<file path="config.mk">
export PLATFORM = sky130hd
export DESIGN_NAME = occ_top
export DESIGN_NICKNAME = d
export VERILOG_FILES = /design/src/include/occ_pkg.sv /design/src/rtl/occ_top.sv
export SDC_FILE = /design/constraint.sdc
export NUM_CORES = 1
export LEC_CHECK = 0
export BUFFER_PORTS_ARGS = -buffer_cell sky130_fd_sc_hd__buf_2
export CAP_MARGIN = 20
export CORE_ASPECT_RATIO = 1.2
export CORE_UTILIZATION = 36
export DETAILED_ROUTE_END_ITERATION = 6
export PLACE_DENSITY_LB_ADDON = 0.3
export SLEW_MARGIN = 20
export SYNTH_ARGS = -nofsm -noshare
export SYNTH_HDL_FRONTEND = slang
export SYNTH_SLANG_ARGS = --single-unit
</file>
<file path="constraint.sdc">
create_clock -name mclk -period 1.7 [get_ports mclk]
set_clock_uncertainty 0.15 [all_clocks]
set_input_delay 0.085 -clock mclk [delete_from_list [all_inputs] [get_ports mclk]]
set_output_delay 0.085 -clock mclk [all_outputs]
set_load 0.1 [all_outputs]
</file>
<file path="src/include/occ_pkg.sv">
// constants and bus carriers for the oscillator clock control block
package occ_pkg;
  localparam int unsigned MCLK_HZ          = 10_000_000;
  localparam int unsigned LOWCLK_HZ        = 50_000;
  localparam int unsigned LOWCLK_HALF_CYC  = MCLK_HZ / (2 * LOWCLK_HZ);
  localparam int unsigned LOWCLK_CNT_W     = $clog2(LOWCLK_HALF_CYC);

  // register indices; byte address is four times the index
  localparam logic [7:0]  CFG2_IDX         = 8'h00;
  localparam logic [7:0]  STAT_IDX         = 8'h01;
  localparam logic [7:0]  PULLUP_IDX       = 8'h0d;
  localparam logic [9:0]  CFG2_ADDR        = {CFG2_IDX, 2'b00};
  localparam logic [9:0]  STAT_ADDR        = {STAT_IDX, 2'b00};
  localparam logic [9:0]  PULLUP_ADDR      = {PULLUP_IDX, 2'b00};

  localparam int unsigned CFG2_STOPDIS_BIT = 0;
  localparam int unsigned PULLUP_PSEL_BIT  = 6;
  localparam logic        CFG2_STOPDIS_RST = 1'b0;
  localparam logic        PULLUP_PSEL_RST  = 1'b0;

  localparam int unsigned ST_OSCILLATOR_TYPE_SELECT_BIT    = 0;
  localparam int unsigned ST_XTALEN_BIT    = 1;
  localparam int unsigned ST_RCEN_BIT      = 2;
  localparam int unsigned ST_LOWRUN_BIT    = 3;
  localparam int unsigned ST_WAIT_BIT      = 4;
  localparam int unsigned ST_BREAK_BIT     = 5;
  localparam int unsigned ST_STOP_BIT      = 6;
  localparam int unsigned ST_KBI_BIT       = 7;

  localparam logic [1:0]  RESP_OKAY        = 2'h0;
  localparam logic [1:0]  RESP_SLVERR      = 2'h2;

  typedef struct packed {
    logic        awvalid;
    logic [31:0] awaddr;
    logic        wvalid;
    logic [31:0] wdata;
    logic [3:0]  wstrb;
    logic        bready;
    logic        arvalid;
    logic [31:0] araddr;
    logic        rready;
  } occ_axi_req_t;

  typedef struct packed {
    logic        awready;
    logic        wready;
    logic        bvalid;
    logic [1:0]  bresp;
    logic        arready;
    logic        rvalid;
    logic [31:0] rdata;
    logic [1:0]  rresp;
  } occ_axi_rsp_t;
endpackage : occ_pkg

</file>
<file path="src/rtl/occ_top.sv">
// oscillator clock control: source gating, rate division, low clock and register slave
`timescale 1ns/100ps

// Summary of operation
// - a free-running low clock of about 50 kHz is made from the system clock for the watchdog and the integration unit.
// - the low clock runs after any reset and stops in stop mode only if the stop-disable bit was set at stop entry.
// - crystal mode drives the inverted input onto the output pin, rc mode drives the rc clock there or frees the pin for port use.
// - the crystal clock is passed on at full rate, with no promise about duty cycle or stability at start-up.
// - the full-rate output follows the selected source clock.
// - the half-rate output toggles on every rising edge of the full-rate output.
// - wait mode leaves all three clock outputs running.
// - stop mode disables the selected source and with it the full-rate and half-rate outputs.
// - the stop-disable bit is clear after reset so the low clock keeps running through stop by default.
// - the break state leaves all three clock outputs running.
// - the option bit selects crystal at 1 and rc at 0 and is not touched by reset.
// - crystal and rc oscillator are never enabled together.
module occ_top (
  input  wire logic                 mclk,
  input  wire logic                 sys_rst,
  input  wire logic                 osc_input_pin,
  input  wire logic                 oscillator_type_select,
  input  wire logic                 osc_enable_from_sysint,
  input  wire logic                 stop_mode,
  input  wire logic                 wait_mode,
  input  wire logic                 break_state,
  input  wire logic                 osc_output_pin_i,
  output logic                      osc_output_pin_o,
  output logic                      osc_output_pin_oe,
  output logic                      keyboard_irq_six,
  output logic                      full_rate_osc_out,
  output logic                      half_rate_osc_out,
  output logic                      internal_low_freq_clock,
  output logic                      xtal_amp_enable,
  output logic                      rc_osc_enable,
  input  wire occ_pkg::occ_axi_req_t axi_req,
  output occ_pkg::occ_axi_rsp_t      axi_rsp
);
  import occ_pkg::*;

  // pin synchronisers; stage one is read only by stage two
  logic [1:0] osc_in_sync_ff;
  logic [1:0] pin_sync_ff;
  logic [1:0] sel_sync_ff;
  logic       src_clk;
  logic       pin_in;
  logic       osc_sel;

  always_ff @(posedge mclk)
  begin
    osc_in_sync_ff <= {osc_in_sync_ff[0], osc_input_pin};
    pin_sync_ff    <= {pin_sync_ff[0], osc_output_pin_i};
    sel_sync_ff    <= {sel_sync_ff[0], oscillator_type_select};
  end

  assign src_clk = osc_in_sync_ff[1];
  assign pin_in  = pin_sync_ff[1];
  assign osc_sel = sel_sync_ff[1];

  // software-visible control bits
  logic stop_dis_ff;
  logic nxt_stop_dis;
  logic port_sel_ff;
  logic nxt_port_sel;

  // source gating and division
  logic enable_eff;
  logic full_ff;
  logic nxt_full;
  logic half_ff;
  logic nxt_half;
  logic xtal_en_ff;
  logic nxt_xtal_en;
  logic rc_en_ff;
  logic nxt_rc_en;
  logic pin_o_ff;
  logic nxt_pin_o;
  logic pin_oe_ff;
  logic nxt_pin_oe;
  logic kbi_ff;
  logic nxt_kbi;

  // wait and break are deliberately absent from the gate
  assign enable_eff = osc_enable_from_sysint & ~stop_mode;

  always_comb
  begin
    nxt_xtal_en = osc_sel & enable_eff;
    nxt_rc_en   = ~osc_sel & enable_eff;
    // once disabled, a high phase is let run to its natural end, then the output stays low
    nxt_full    = src_clk & (enable_eff | full_ff);
    nxt_half    = (nxt_full & ~full_ff) ? ~half_ff : half_ff;
    if (osc_sel)
    begin
      nxt_pin_o  = xtal_en_ff & ~src_clk;
      nxt_pin_oe = 1'b1;
      nxt_kbi    = 1'b0;
    end
    else if (!port_sel_ff)
    begin
      nxt_pin_o  = rc_en_ff & src_clk;
      nxt_pin_oe = 1'b1;
      nxt_kbi    = 1'b0;
    end
    else
    begin
      nxt_pin_o  = 1'b0;
      nxt_pin_oe = 1'b0;
      nxt_kbi    = pin_in;
    end
  end

  always_ff @(posedge mclk)
  begin
    if (sys_rst)
    begin
      full_ff    <= 1'b0;
      half_ff    <= 1'b0;
      xtal_en_ff <= 1'b0;
      rc_en_ff   <= 1'b0;
      pin_o_ff   <= 1'b0;
      pin_oe_ff  <= 1'b0;
      kbi_ff     <= 1'b0;
    end
    else
    begin
      full_ff    <= nxt_full;
      half_ff    <= nxt_half;
      xtal_en_ff <= nxt_xtal_en;
      rc_en_ff   <= nxt_rc_en;
      pin_o_ff   <= nxt_pin_o;
      pin_oe_ff  <= nxt_pin_oe;
      kbi_ff     <= nxt_kbi;
    end
  end

  // low clock: the stop-disable bit counts only as it stood when stop began
  logic                    stop_d_ff;
  logic                    stop_lat_ff;
  logic                    nxt_stop_lat;
  logic                    lowclk_run;
  logic                    low_ff;
  logic                    nxt_low;
  logic [LOWCLK_CNT_W-1:0] cnt_ff;
  logic [LOWCLK_CNT_W-1:0] nxt_cnt;

  always_comb
  begin
    nxt_stop_lat = (stop_mode & ~stop_d_ff) ? stop_dis_ff : stop_lat_ff;
    lowclk_run   = ~(stop_mode & nxt_stop_lat);
    nxt_cnt      = cnt_ff;
    nxt_low      = low_ff;
    if (lowclk_run)
    begin
      if (cnt_ff == LOWCLK_CNT_W'(LOWCLK_HALF_CYC - 1))
      begin
        nxt_cnt = '0;
        nxt_low = ~low_ff;
      end
      else
      begin
        nxt_cnt = cnt_ff + 1'b1;
      end
    end
  end

  always_ff @(posedge mclk)
  begin
    if (sys_rst)
    begin
      stop_d_ff   <= 1'b0;
      stop_lat_ff <= 1'b0;
      cnt_ff      <= '0;
      low_ff      <= 1'b0;
    end
    else
    begin
      stop_d_ff   <= stop_mode;
      stop_lat_ff <= nxt_stop_lat;
      cnt_ff      <= nxt_cnt;
      low_ff      <= nxt_low;
    end
  end

  // axi4-lite slave; address and data may arrive in either order
  logic         aw_got_ff;
  logic         nxt_aw_got;
  logic         w_got_ff;
  logic         nxt_w_got;
  logic [9:0]   waddr_ff;
  logic [9:0]   nxt_waddr;
  logic [31:0]  wdata_ff;
  logic [31:0]  nxt_wdata;
  logic         wstrb0_ff;
  logic         nxt_wstrb0;
  occ_axi_rsp_t rsp_ff;
  occ_axi_rsp_t nxt_rsp;
  logic [31:0]  status_word;

  function automatic logic addr_mapped(input logic [9:0] a);
    addr_mapped = (a == CFG2_ADDR) || (a == STAT_ADDR) || (a == PULLUP_ADDR);
  endfunction : addr_mapped

  always_comb
  begin
    status_word                = '0;
    status_word[ST_OSCILLATOR_TYPE_SELECT_BIT] = osc_sel;
    status_word[ST_XTALEN_BIT] = xtal_en_ff;
    status_word[ST_RCEN_BIT]   = rc_en_ff;
    status_word[ST_LOWRUN_BIT] = lowclk_run;
    status_word[ST_WAIT_BIT]   = wait_mode;
    status_word[ST_BREAK_BIT]  = break_state;
    status_word[ST_STOP_BIT]   = stop_mode;
    status_word[ST_KBI_BIT]    = kbi_ff;
  end

  always_comb
  begin
    nxt_rsp      = rsp_ff;
    nxt_aw_got   = aw_got_ff;
    nxt_w_got    = w_got_ff;
    nxt_waddr    = waddr_ff;
    nxt_wdata    = wdata_ff;
    nxt_wstrb0   = wstrb0_ff;
    nxt_stop_dis = stop_dis_ff;
    nxt_port_sel = port_sel_ff;
    if (axi_req.awvalid && rsp_ff.awready)
    begin
      nxt_aw_got = 1'b1;
      nxt_waddr  = axi_req.awaddr[9:0];
    end
    if (axi_req.wvalid && rsp_ff.wready)
    begin
      nxt_w_got  = 1'b1;
      nxt_wdata  = axi_req.wdata;
      nxt_wstrb0 = axi_req.wstrb[0];
    end
    if (aw_got_ff && w_got_ff)
    begin
      nxt_aw_got    = 1'b0;
      nxt_w_got     = 1'b0;
      nxt_rsp.bvalid = 1'b1;
      nxt_rsp.bresp  = addr_mapped(waddr_ff) ? RESP_OKAY : RESP_SLVERR;
      if (wstrb0_ff && waddr_ff == CFG2_ADDR)
      begin
        nxt_stop_dis = wdata_ff[CFG2_STOPDIS_BIT];
      end
      if (wstrb0_ff && waddr_ff == PULLUP_ADDR)
      begin
        nxt_port_sel = wdata_ff[PULLUP_PSEL_BIT];
      end
    end
    if (rsp_ff.bvalid && axi_req.bready)
    begin
      nxt_rsp.bvalid = 1'b0;
    end
    nxt_rsp.awready = ~nxt_aw_got & ~nxt_rsp.bvalid & ~(axi_req.awvalid & rsp_ff.awready);
    nxt_rsp.wready  = ~nxt_w_got & ~nxt_rsp.bvalid & ~(axi_req.wvalid & rsp_ff.wready);
    if (axi_req.arvalid && rsp_ff.arready)
    begin
      nxt_rsp.rvalid  = 1'b1;
      nxt_rsp.rresp   = addr_mapped(axi_req.araddr[9:0]) ? RESP_OKAY : RESP_SLVERR;
      nxt_rsp.rdata   = '0;
      case (axi_req.araddr[9:0])
        CFG2_ADDR:   nxt_rsp.rdata[CFG2_STOPDIS_BIT] = stop_dis_ff;
        STAT_ADDR:   nxt_rsp.rdata = status_word;
        PULLUP_ADDR: nxt_rsp.rdata[PULLUP_PSEL_BIT] = port_sel_ff;
        default:     nxt_rsp.rdata = '0;
      endcase
    end
    else if (rsp_ff.rvalid && axi_req.rready)
    begin
      nxt_rsp.rvalid  = 1'b0;
    end
    // ready for a new address whenever no read data waits, from the first clock after reset is released
    nxt_rsp.arready = ~nxt_rsp.rvalid;
  end

  always_ff @(posedge mclk)
  begin
    if (sys_rst)
    begin
      aw_got_ff   <= 1'b0;
      w_got_ff    <= 1'b0;
      waddr_ff    <= '0;
      wdata_ff    <= '0;
      wstrb0_ff   <= 1'b0;
      rsp_ff      <= '0;
      stop_dis_ff <= CFG2_STOPDIS_RST;
      port_sel_ff <= PULLUP_PSEL_RST;
    end
    else
    begin
      aw_got_ff   <= nxt_aw_got;
      w_got_ff    <= nxt_w_got;
      waddr_ff    <= nxt_waddr;
      wdata_ff    <= nxt_wdata;
      wstrb0_ff   <= nxt_wstrb0;
      rsp_ff      <= nxt_rsp;
      stop_dis_ff <= nxt_stop_dis;
      port_sel_ff <= nxt_port_sel;
    end
  end

  assign axi_rsp                 = rsp_ff;
  assign full_rate_osc_out       = full_ff;
  assign half_rate_osc_out       = half_ff;
  assign internal_low_freq_clock = low_ff;
  assign xtal_amp_enable         = xtal_en_ff;
  assign rc_osc_enable           = rc_en_ff;
  assign osc_output_pin_o        = pin_o_ff;
  assign osc_output_pin_oe       = pin_oe_ff;
  assign keyboard_irq_six        = kbi_ff;
endmodule : occ_top

</file>
==> results of run 1 <==
==> Yosys cell counts (2+ instances only) <==
| master | instances | area, um^2 |
|---|---|---|
| a211oi_1 | 5 | 37.54 |
| a21o_1 | 2 | 15.01 |
| a21oi_1 | 24 | 120.1 |
| a32oi_1 | 2 | 17.52 |
| and2_1 | 3 | 18.77 |
| and3_1 | 2 | 12.51 |
| buf_1 | 3 | 11.26 |
| buf_4 | 26 | 195.2 |
| clkbuf_1 | 5 | 18.77 |
| dfxtp_1 | 55 | 1101 |
| inv_1 | 2 | 7.510 |
| mux2_2 | 3 | 33.78 |
| mux2i_1 | 3 | 30.03 |
| nand2_1 | 41 | 153.9 |
| nand2b_1 | 5 | 31.28 |
| nand3_1 | 8 | 40.04 |
| nand4_1 | 3 | 18.77 |
| nor2_1 | 20 | 75.07 |
| nor2b_1 | 3 | 18.77 |
| nor3_1 | 7 | 35.03 |
| nor3b_1 | 2 | 15.01 |
| nor4_1 | 2 | 12.51 |
| o21ai_0 | 3 | 15.01 |
| xnor2_1 | 6 | 52.55 |
==> logic make-up (layout without fill, tap and decap cells) <==
group                      after synthesis  count (layout)
muxes                                    7               7
AOI/OAI and AO/OA                       40              40
xor gates and xnor gates                 7               7
buffers and inverters                   38             109
adders and majority gates                1               1
other                                    1              26
DFF                                     55              55
and+or+nand+nor                        105             105
==> worst register-to-register path, cell delays in order, from the launching register on <==
cell and delay [ns]:
dfxtp_2 0.34, mux2_4 0.31, buf_4 0.15, a211oi_2 0.24, buf_4 0.15, xnor2_1 0.11
nor2_1 0.05
==> what timing repair did <==
| item | in CTS | in global routing |
|---|---|---|
| resized for setup | 2 | 3 |
| hold buffers | 27 | 0 |
| endpoints found under the hold margin | 27 | 0 |
| pin swaps | 0 | 6 |
| buffers inserted | 0 | 2 |
| endpoints found under the setup margin | 6 | 8 |
==> flip-flops by register name, indices dropped and copies added, names as in the netlist, 2 cells and up <==
signal	flops
axi_rsp	15
osc_in_sync_ff	2
pin_sync_ff	2
cnt_ff	7
wdata_ff	2
waddr_ff	10
sel_sync_ff	2
==> path summary, 6_finish.rpt <==
path	startpoint	end	slack, ns	cells after the start
worst max-delay path	stop_d_ff$_SDFF_PP0_	internal_low_freq_clock$_SDFFE_PP0P_	0.11	6
worst min-delay path	sys_rst	axi_rsp[8]$_SDFFE_PP0P_	0.01	2
worst max register to register	stop_d_ff$_SDFF_PP0_	internal_low_freq_clock$_SDFFE_PP0P_	0.11	6
worst min register to register	pin_sync_ff[0]$_DFF_P_	pin_sync_ff[1]$_DFF_P_	0.19	0
==> routing by layer <==
layer	vias up	GRT usage (%)	wire length, um
li1	999	-	-
met1	846	16.46	2078
met2	79	27.93	2321
met3	4	3.986	268
met4	0	5.420	35
met5	-	0	0
==> final cells by class <==
class | count | area (um^2) | area share [%]
clock buffers | 6 | 72.57 | 2.432
clock inverters | 2 | 12.51 | 0.4193
inverters | 2 | 7.507 | 0.2516
multi-input cells | 186 | 1017 | 34.09
flip-flops and latches | 55 | 1106 | 37.06
well taps | 82 | 102.6 | 3.438
repair buffers | 99 | 665.6 | 22.31
==> where the power goes <==
part	switching, uW	internal [uW]	leakage [uW]
registers	36.0	1340	0.000451
clock network	413	289	0.0000412
logic	508	149	0.000795
==> per-stage QoR <==
step                total power (uW)  cells  area, um^2  setup TNS [ns]  setup slack [ns]
floorplan                       1955    279        2351        -0.02121          -0.01969
global placement                2011    396        2597         -0.1349          -0.02852
detailed placement              2014    396        2597        -0.04660          -0.01388
CTS                             2767    431        2960               0           0.01107
global route                    2866    432        2984       -0.004955         -0.004955
finish                          2738    432        2984               0            0.1117
==> impl_metrics.ini, run 1 <==
[grt]
grt_pass1_vias = 1844
grt_overflow = 0
grt_pass1_wl_um = 7624
grt_max_degree = 20
antenna_found_initial = 0
grt_usage_pct = 15.16

[drt]
wl_per_cell_um = 10.89
finalWirelength_um = 4703
vias = 1928
via_per_inst = 4.463
drtIter0Drc = 65
ant_nets = 0
dr.pass1.iters = 4
drc = 0

[timing]
whs_ns = 0.01331
period_share_pct = 93.43
slew_violations = 0
final-hold-violation-count = 0
setup_viol = 0
fmax_ghz = 0.6296
min_period_ns = 1.588

[logic_synthesis]
synth_top_family_by_area = simple AND/OR/NAND/NOR gates
yosys_register_bits = 55
synth_edf_count = 0
synth_ff_type = dfxtp_1
avgSynthCellArea_um2 = 8.867
seq_area_frac_synth_pct = 48.89
synthMuxAreaShare_pct = 3.500
synth_compound_area_share_pct = 10.56
synthAdderAreaFrac_pct = 0.5556
syn_inst = 254
synth.distinct_cells = 43
synthSimpleGateAreaFrac_pct = 22.56
synth-warning-count = 0
synth_area_mm2 = 0.002252
async_reset_ff_share_pct = 0
synth_xor_area_share_pct = 2.722

[floorplanning]
dieArea_mm2 = 0.006578
fp.dieW_um = 74.21
initial_core_util_pct = 37.22
ios = 163
core.rowCount = 31
chipHeight_um = 88.65
core_mm2 = 0.006051

[critical_path]
crit_required_ns = 1.76
cp_num_buf_inv = 2
cp_slowest_cell = dfxtp_2
crit_top_cell = buf_4
path_delay_family = flip-flops
cp-start-kind = register
worst_setup_path_end_kind = register
max_stage_delay_ns = 0.34
crit_fanout = 3
path_class = reg2reg
cp_data_arrival_time_ns = 1.65
worstPathCellList = mux2_4 > buf_4 > a211oi_2 > buf_4 > xnor2_1 > nor2_1

[clocking]
clkTransAtPathRegs_ns = 0.10
cts_buffer_depth = 2
clk_latency_ns = 0.31
cts.sinks = 55
cts_made_buffers = 5
htree_levels = 2
cts_tree = yes
root_buffer = clkbuf_8

[power]
ir_worst_vdd_mv = 0.5404
powerDensity_mw_per_mm2 = 917.6
p_leak_uw = 0.001287

[layout]
antennaDiodeCount = 0
drive_gt1_share_pct = 27.14
fillCellCount = 615
area_delta_synth_final_pct = 32.50
final_common_cell = buf_2
nNetsFinal = 464
layout_common_cells = 58 x buf_2, 51 x dfxtp_1, 41 x nand2_1
postLayoutCoreUtil_pct = 49.32

[min_path]
hp-class = in2reg

[job]
drv_cap = 0

[placement]
dp_hpwl_um = 3186
routabilityCongestion = 0.7569
io_buffers = 59

[status]
outcome = finished clean
(Power assumes the default switching activity.)
==> inputs of run 2 (changes only) <==
--- a/config.mk
+++ b/config.mk
@@ -8,6 +8,7 @@
 export BUFFER_PORTS_ARGS = -buffer_cell sky130_fd_sc_hd__buf_2
 export CAP_MARGIN = 20
 export CORE_ASPECT_RATIO = 1.2
+export CORE_MARGIN = 4
 export CORE_UTILIZATION = 36
 export DETAILED_ROUTE_END_ITERATION = 6
 export PLACE_DENSITY_LB_ADDON = 0.3
==> run 2 against run 1 <==
Global-route usage fell by 2.3 points. Register-to-register slack got worse by 0.07 ns. Wire length rose by 3.7%. Die area rose by 15%. Flip-flop and latch count did not move. Combinational power barely moved. First-iteration DRC count fell by 11%. Largest cell class unchanged. Largest power group unchanged.
==> impl_metrics.ini, run 2 (synthesis results as in run 1) <==
[grt]
grt_pass1_vias = 1815
antenna_found_initial = 0
grt_max_degree = 19
grt_overflow = 0
grt_pass1_wl_um = 7803
grt_usage_pct = 12.88

[power]
p_sw_share_pct = 33.72
p_leak_uw = 0.001300
powerDensity_mw_per_mm2 = 971.8
power.internal_uw = 1937
power_frac_comb_pct = 22.5
seqPwrFrac_pct = 47.2
p_switching_uw = 985.8
clkPwrFrac_pct = 30.4
ir_worst_vdd_mv = 0.6018

[floorplanning]
core_mm2 = 0.006051
initial_core_util_pct = 37.22
ios = 163
chipHeight_um = 94.65
core.rowCount = 31
dieArea_mm2 = 0.007591
fp.dieW_um = 80.21

[drt]
vias = 1916
dr.pass1.iters = 4
via_per_inst = 4.435
wl_per_cell_um = 11.29
drc = 0
ant_nets = 0
finalWirelength_um = 4879
drtIter0Drc = 58

[clocking]
cts.sinks = 55
cts_buffer_depth = 2
root_buffer = clkbuf_8
cts_tree = yes
cts_made_buffers = 5
clkTransAtPathRegs_ns = 0.10
htree_levels = 2
clk_latency_ns = 0.31

[critical_path]
path_delay_family = simple AND/OR/NAND/NOR gates
max_stage_delay_ns = 0.50
worst_setup_path_end_kind = register
cp_data_arrival_time_ns = 1.77
worstPathCellList = mux2_4 > and2_4 > or4_4 > a21oi_2
path_class = reg2reg
cp-start-kind = register
cp_slowest_cell = or4_4
crit_fanout = 5
crit_required_ns = 1.81
cp_num_buf_inv = 0

[layout]
antennaDiodeCount = 0
largest_register_ffs = 15
final_common_cell = buf_2
drive_gt1_share_pct = 26.57
area_delta_synth_final_pct = 33.56
nNetsFinal = 464
postLayoutCoreUtil_pct = 49.71
layout_common_cells = 59 x buf_2, 51 x dfxtp_1, 41 x nand2_1
instances_no_fill = 432

[job]
drv_cap = 0

[timing]
rsz0062_at_grt = no
fmax_ghz = 0.6013
min_period_ns = 1.663
slew_violations = 0
whs_ns = 0.05875
period_share_pct = 97.82
final-hold-violation-count = 0
setup_viol = 0

[placement]
routabilityCongestion = 0.8039
io_buffers = 59
dp_hpwl_um = 3479
dp_cells = 395

[status]
outcome = finished clean

[min_path]
hp-class = in2reg
## run 2: per-layer routing
layer  part of all wire (%)  vias up  GRT usage, %
met1                     43      844         15.05
met4                    1.1        0         3.380
met2                     47       67         22.58
li1                       -     1000             -
met3                    8.1        5         4.103
met5                      0        -             0
## run 2: through the flow
stage	area [um^2]	power [uW]	setup slack (ns)	setup TNS (ns)
6_report	3008	2923	0.03704	0
5_1_grt	3008	3050	0.007761	0
4_1_cts	2994	2947	0.02152	0
3_5_place_dp	2590	2011	-0.02708	-0.1225
3_3_place_gp	2590	2008	-0.02955	-0.1376
2_1_floorplan	2351	1955	-0.01969	-0.02121
## run 2: final cells by class
cell class              instances  area, um^2
repair buffers                 99       665.6
multi-input cells             186        1010
flip-flops and latches         55        1106
clock inverters                 3       47.55
clock buffers                   5       68.82
inverters                       2       7.507
fillers                       593        3043
well taps                      82       102.6
## run 2: worst register-to-register path, stage by stage (launching register included)
cell and delay, ns:
dfxtp_2 0.34, mux2_4 0.33, and2_4 0.17, or4_4 0.50, a21oi_2 0.12
## run 2: timing repair
action / in CTS / in global routing
pin swaps: 0 / 1
resized for setup: 2 / 1
hold endpoints to repair: 28 / 0
buffers inserted: 0 / 1
setup endpoints to repair: 7 / 3
hold buffers: 28 / 0
## run 2: power groups by stage
stage | Combinational, uW | Sequential (uW) | Clock [uW]
5_1_grt | 692 | 1390 | 971
3_3_place_gp | 600 | 1410 | 0
4_1_cts | 653 | 1380 | 915
3_5_place_dp | 603 | 1410 | 0
2_1_floorplan | 410 | 1540 | 0
6_report | 656 | 1380 | 888
## run 2: final timing paths
check        slack, ns  depth (start not counted)              startpoint                endpoint
max               0.04                          4    stop_d_ff$_SDFF_PP0_  cnt_ff[6]$_SDFFE_PP0N_
min reg2reg       0.19                          0  pin_sync_ff[0]$_DFF_P_  pin_sync_ff[1]$_DFF_P_
max reg2reg       0.04                          4    stop_d_ff$_SDFF_PP0_  cnt_ff[6]$_SDFFE_PP0N_
min               0.06                          3             axi_req[33]  axi_rsp[35]$_SDFF_PP0_
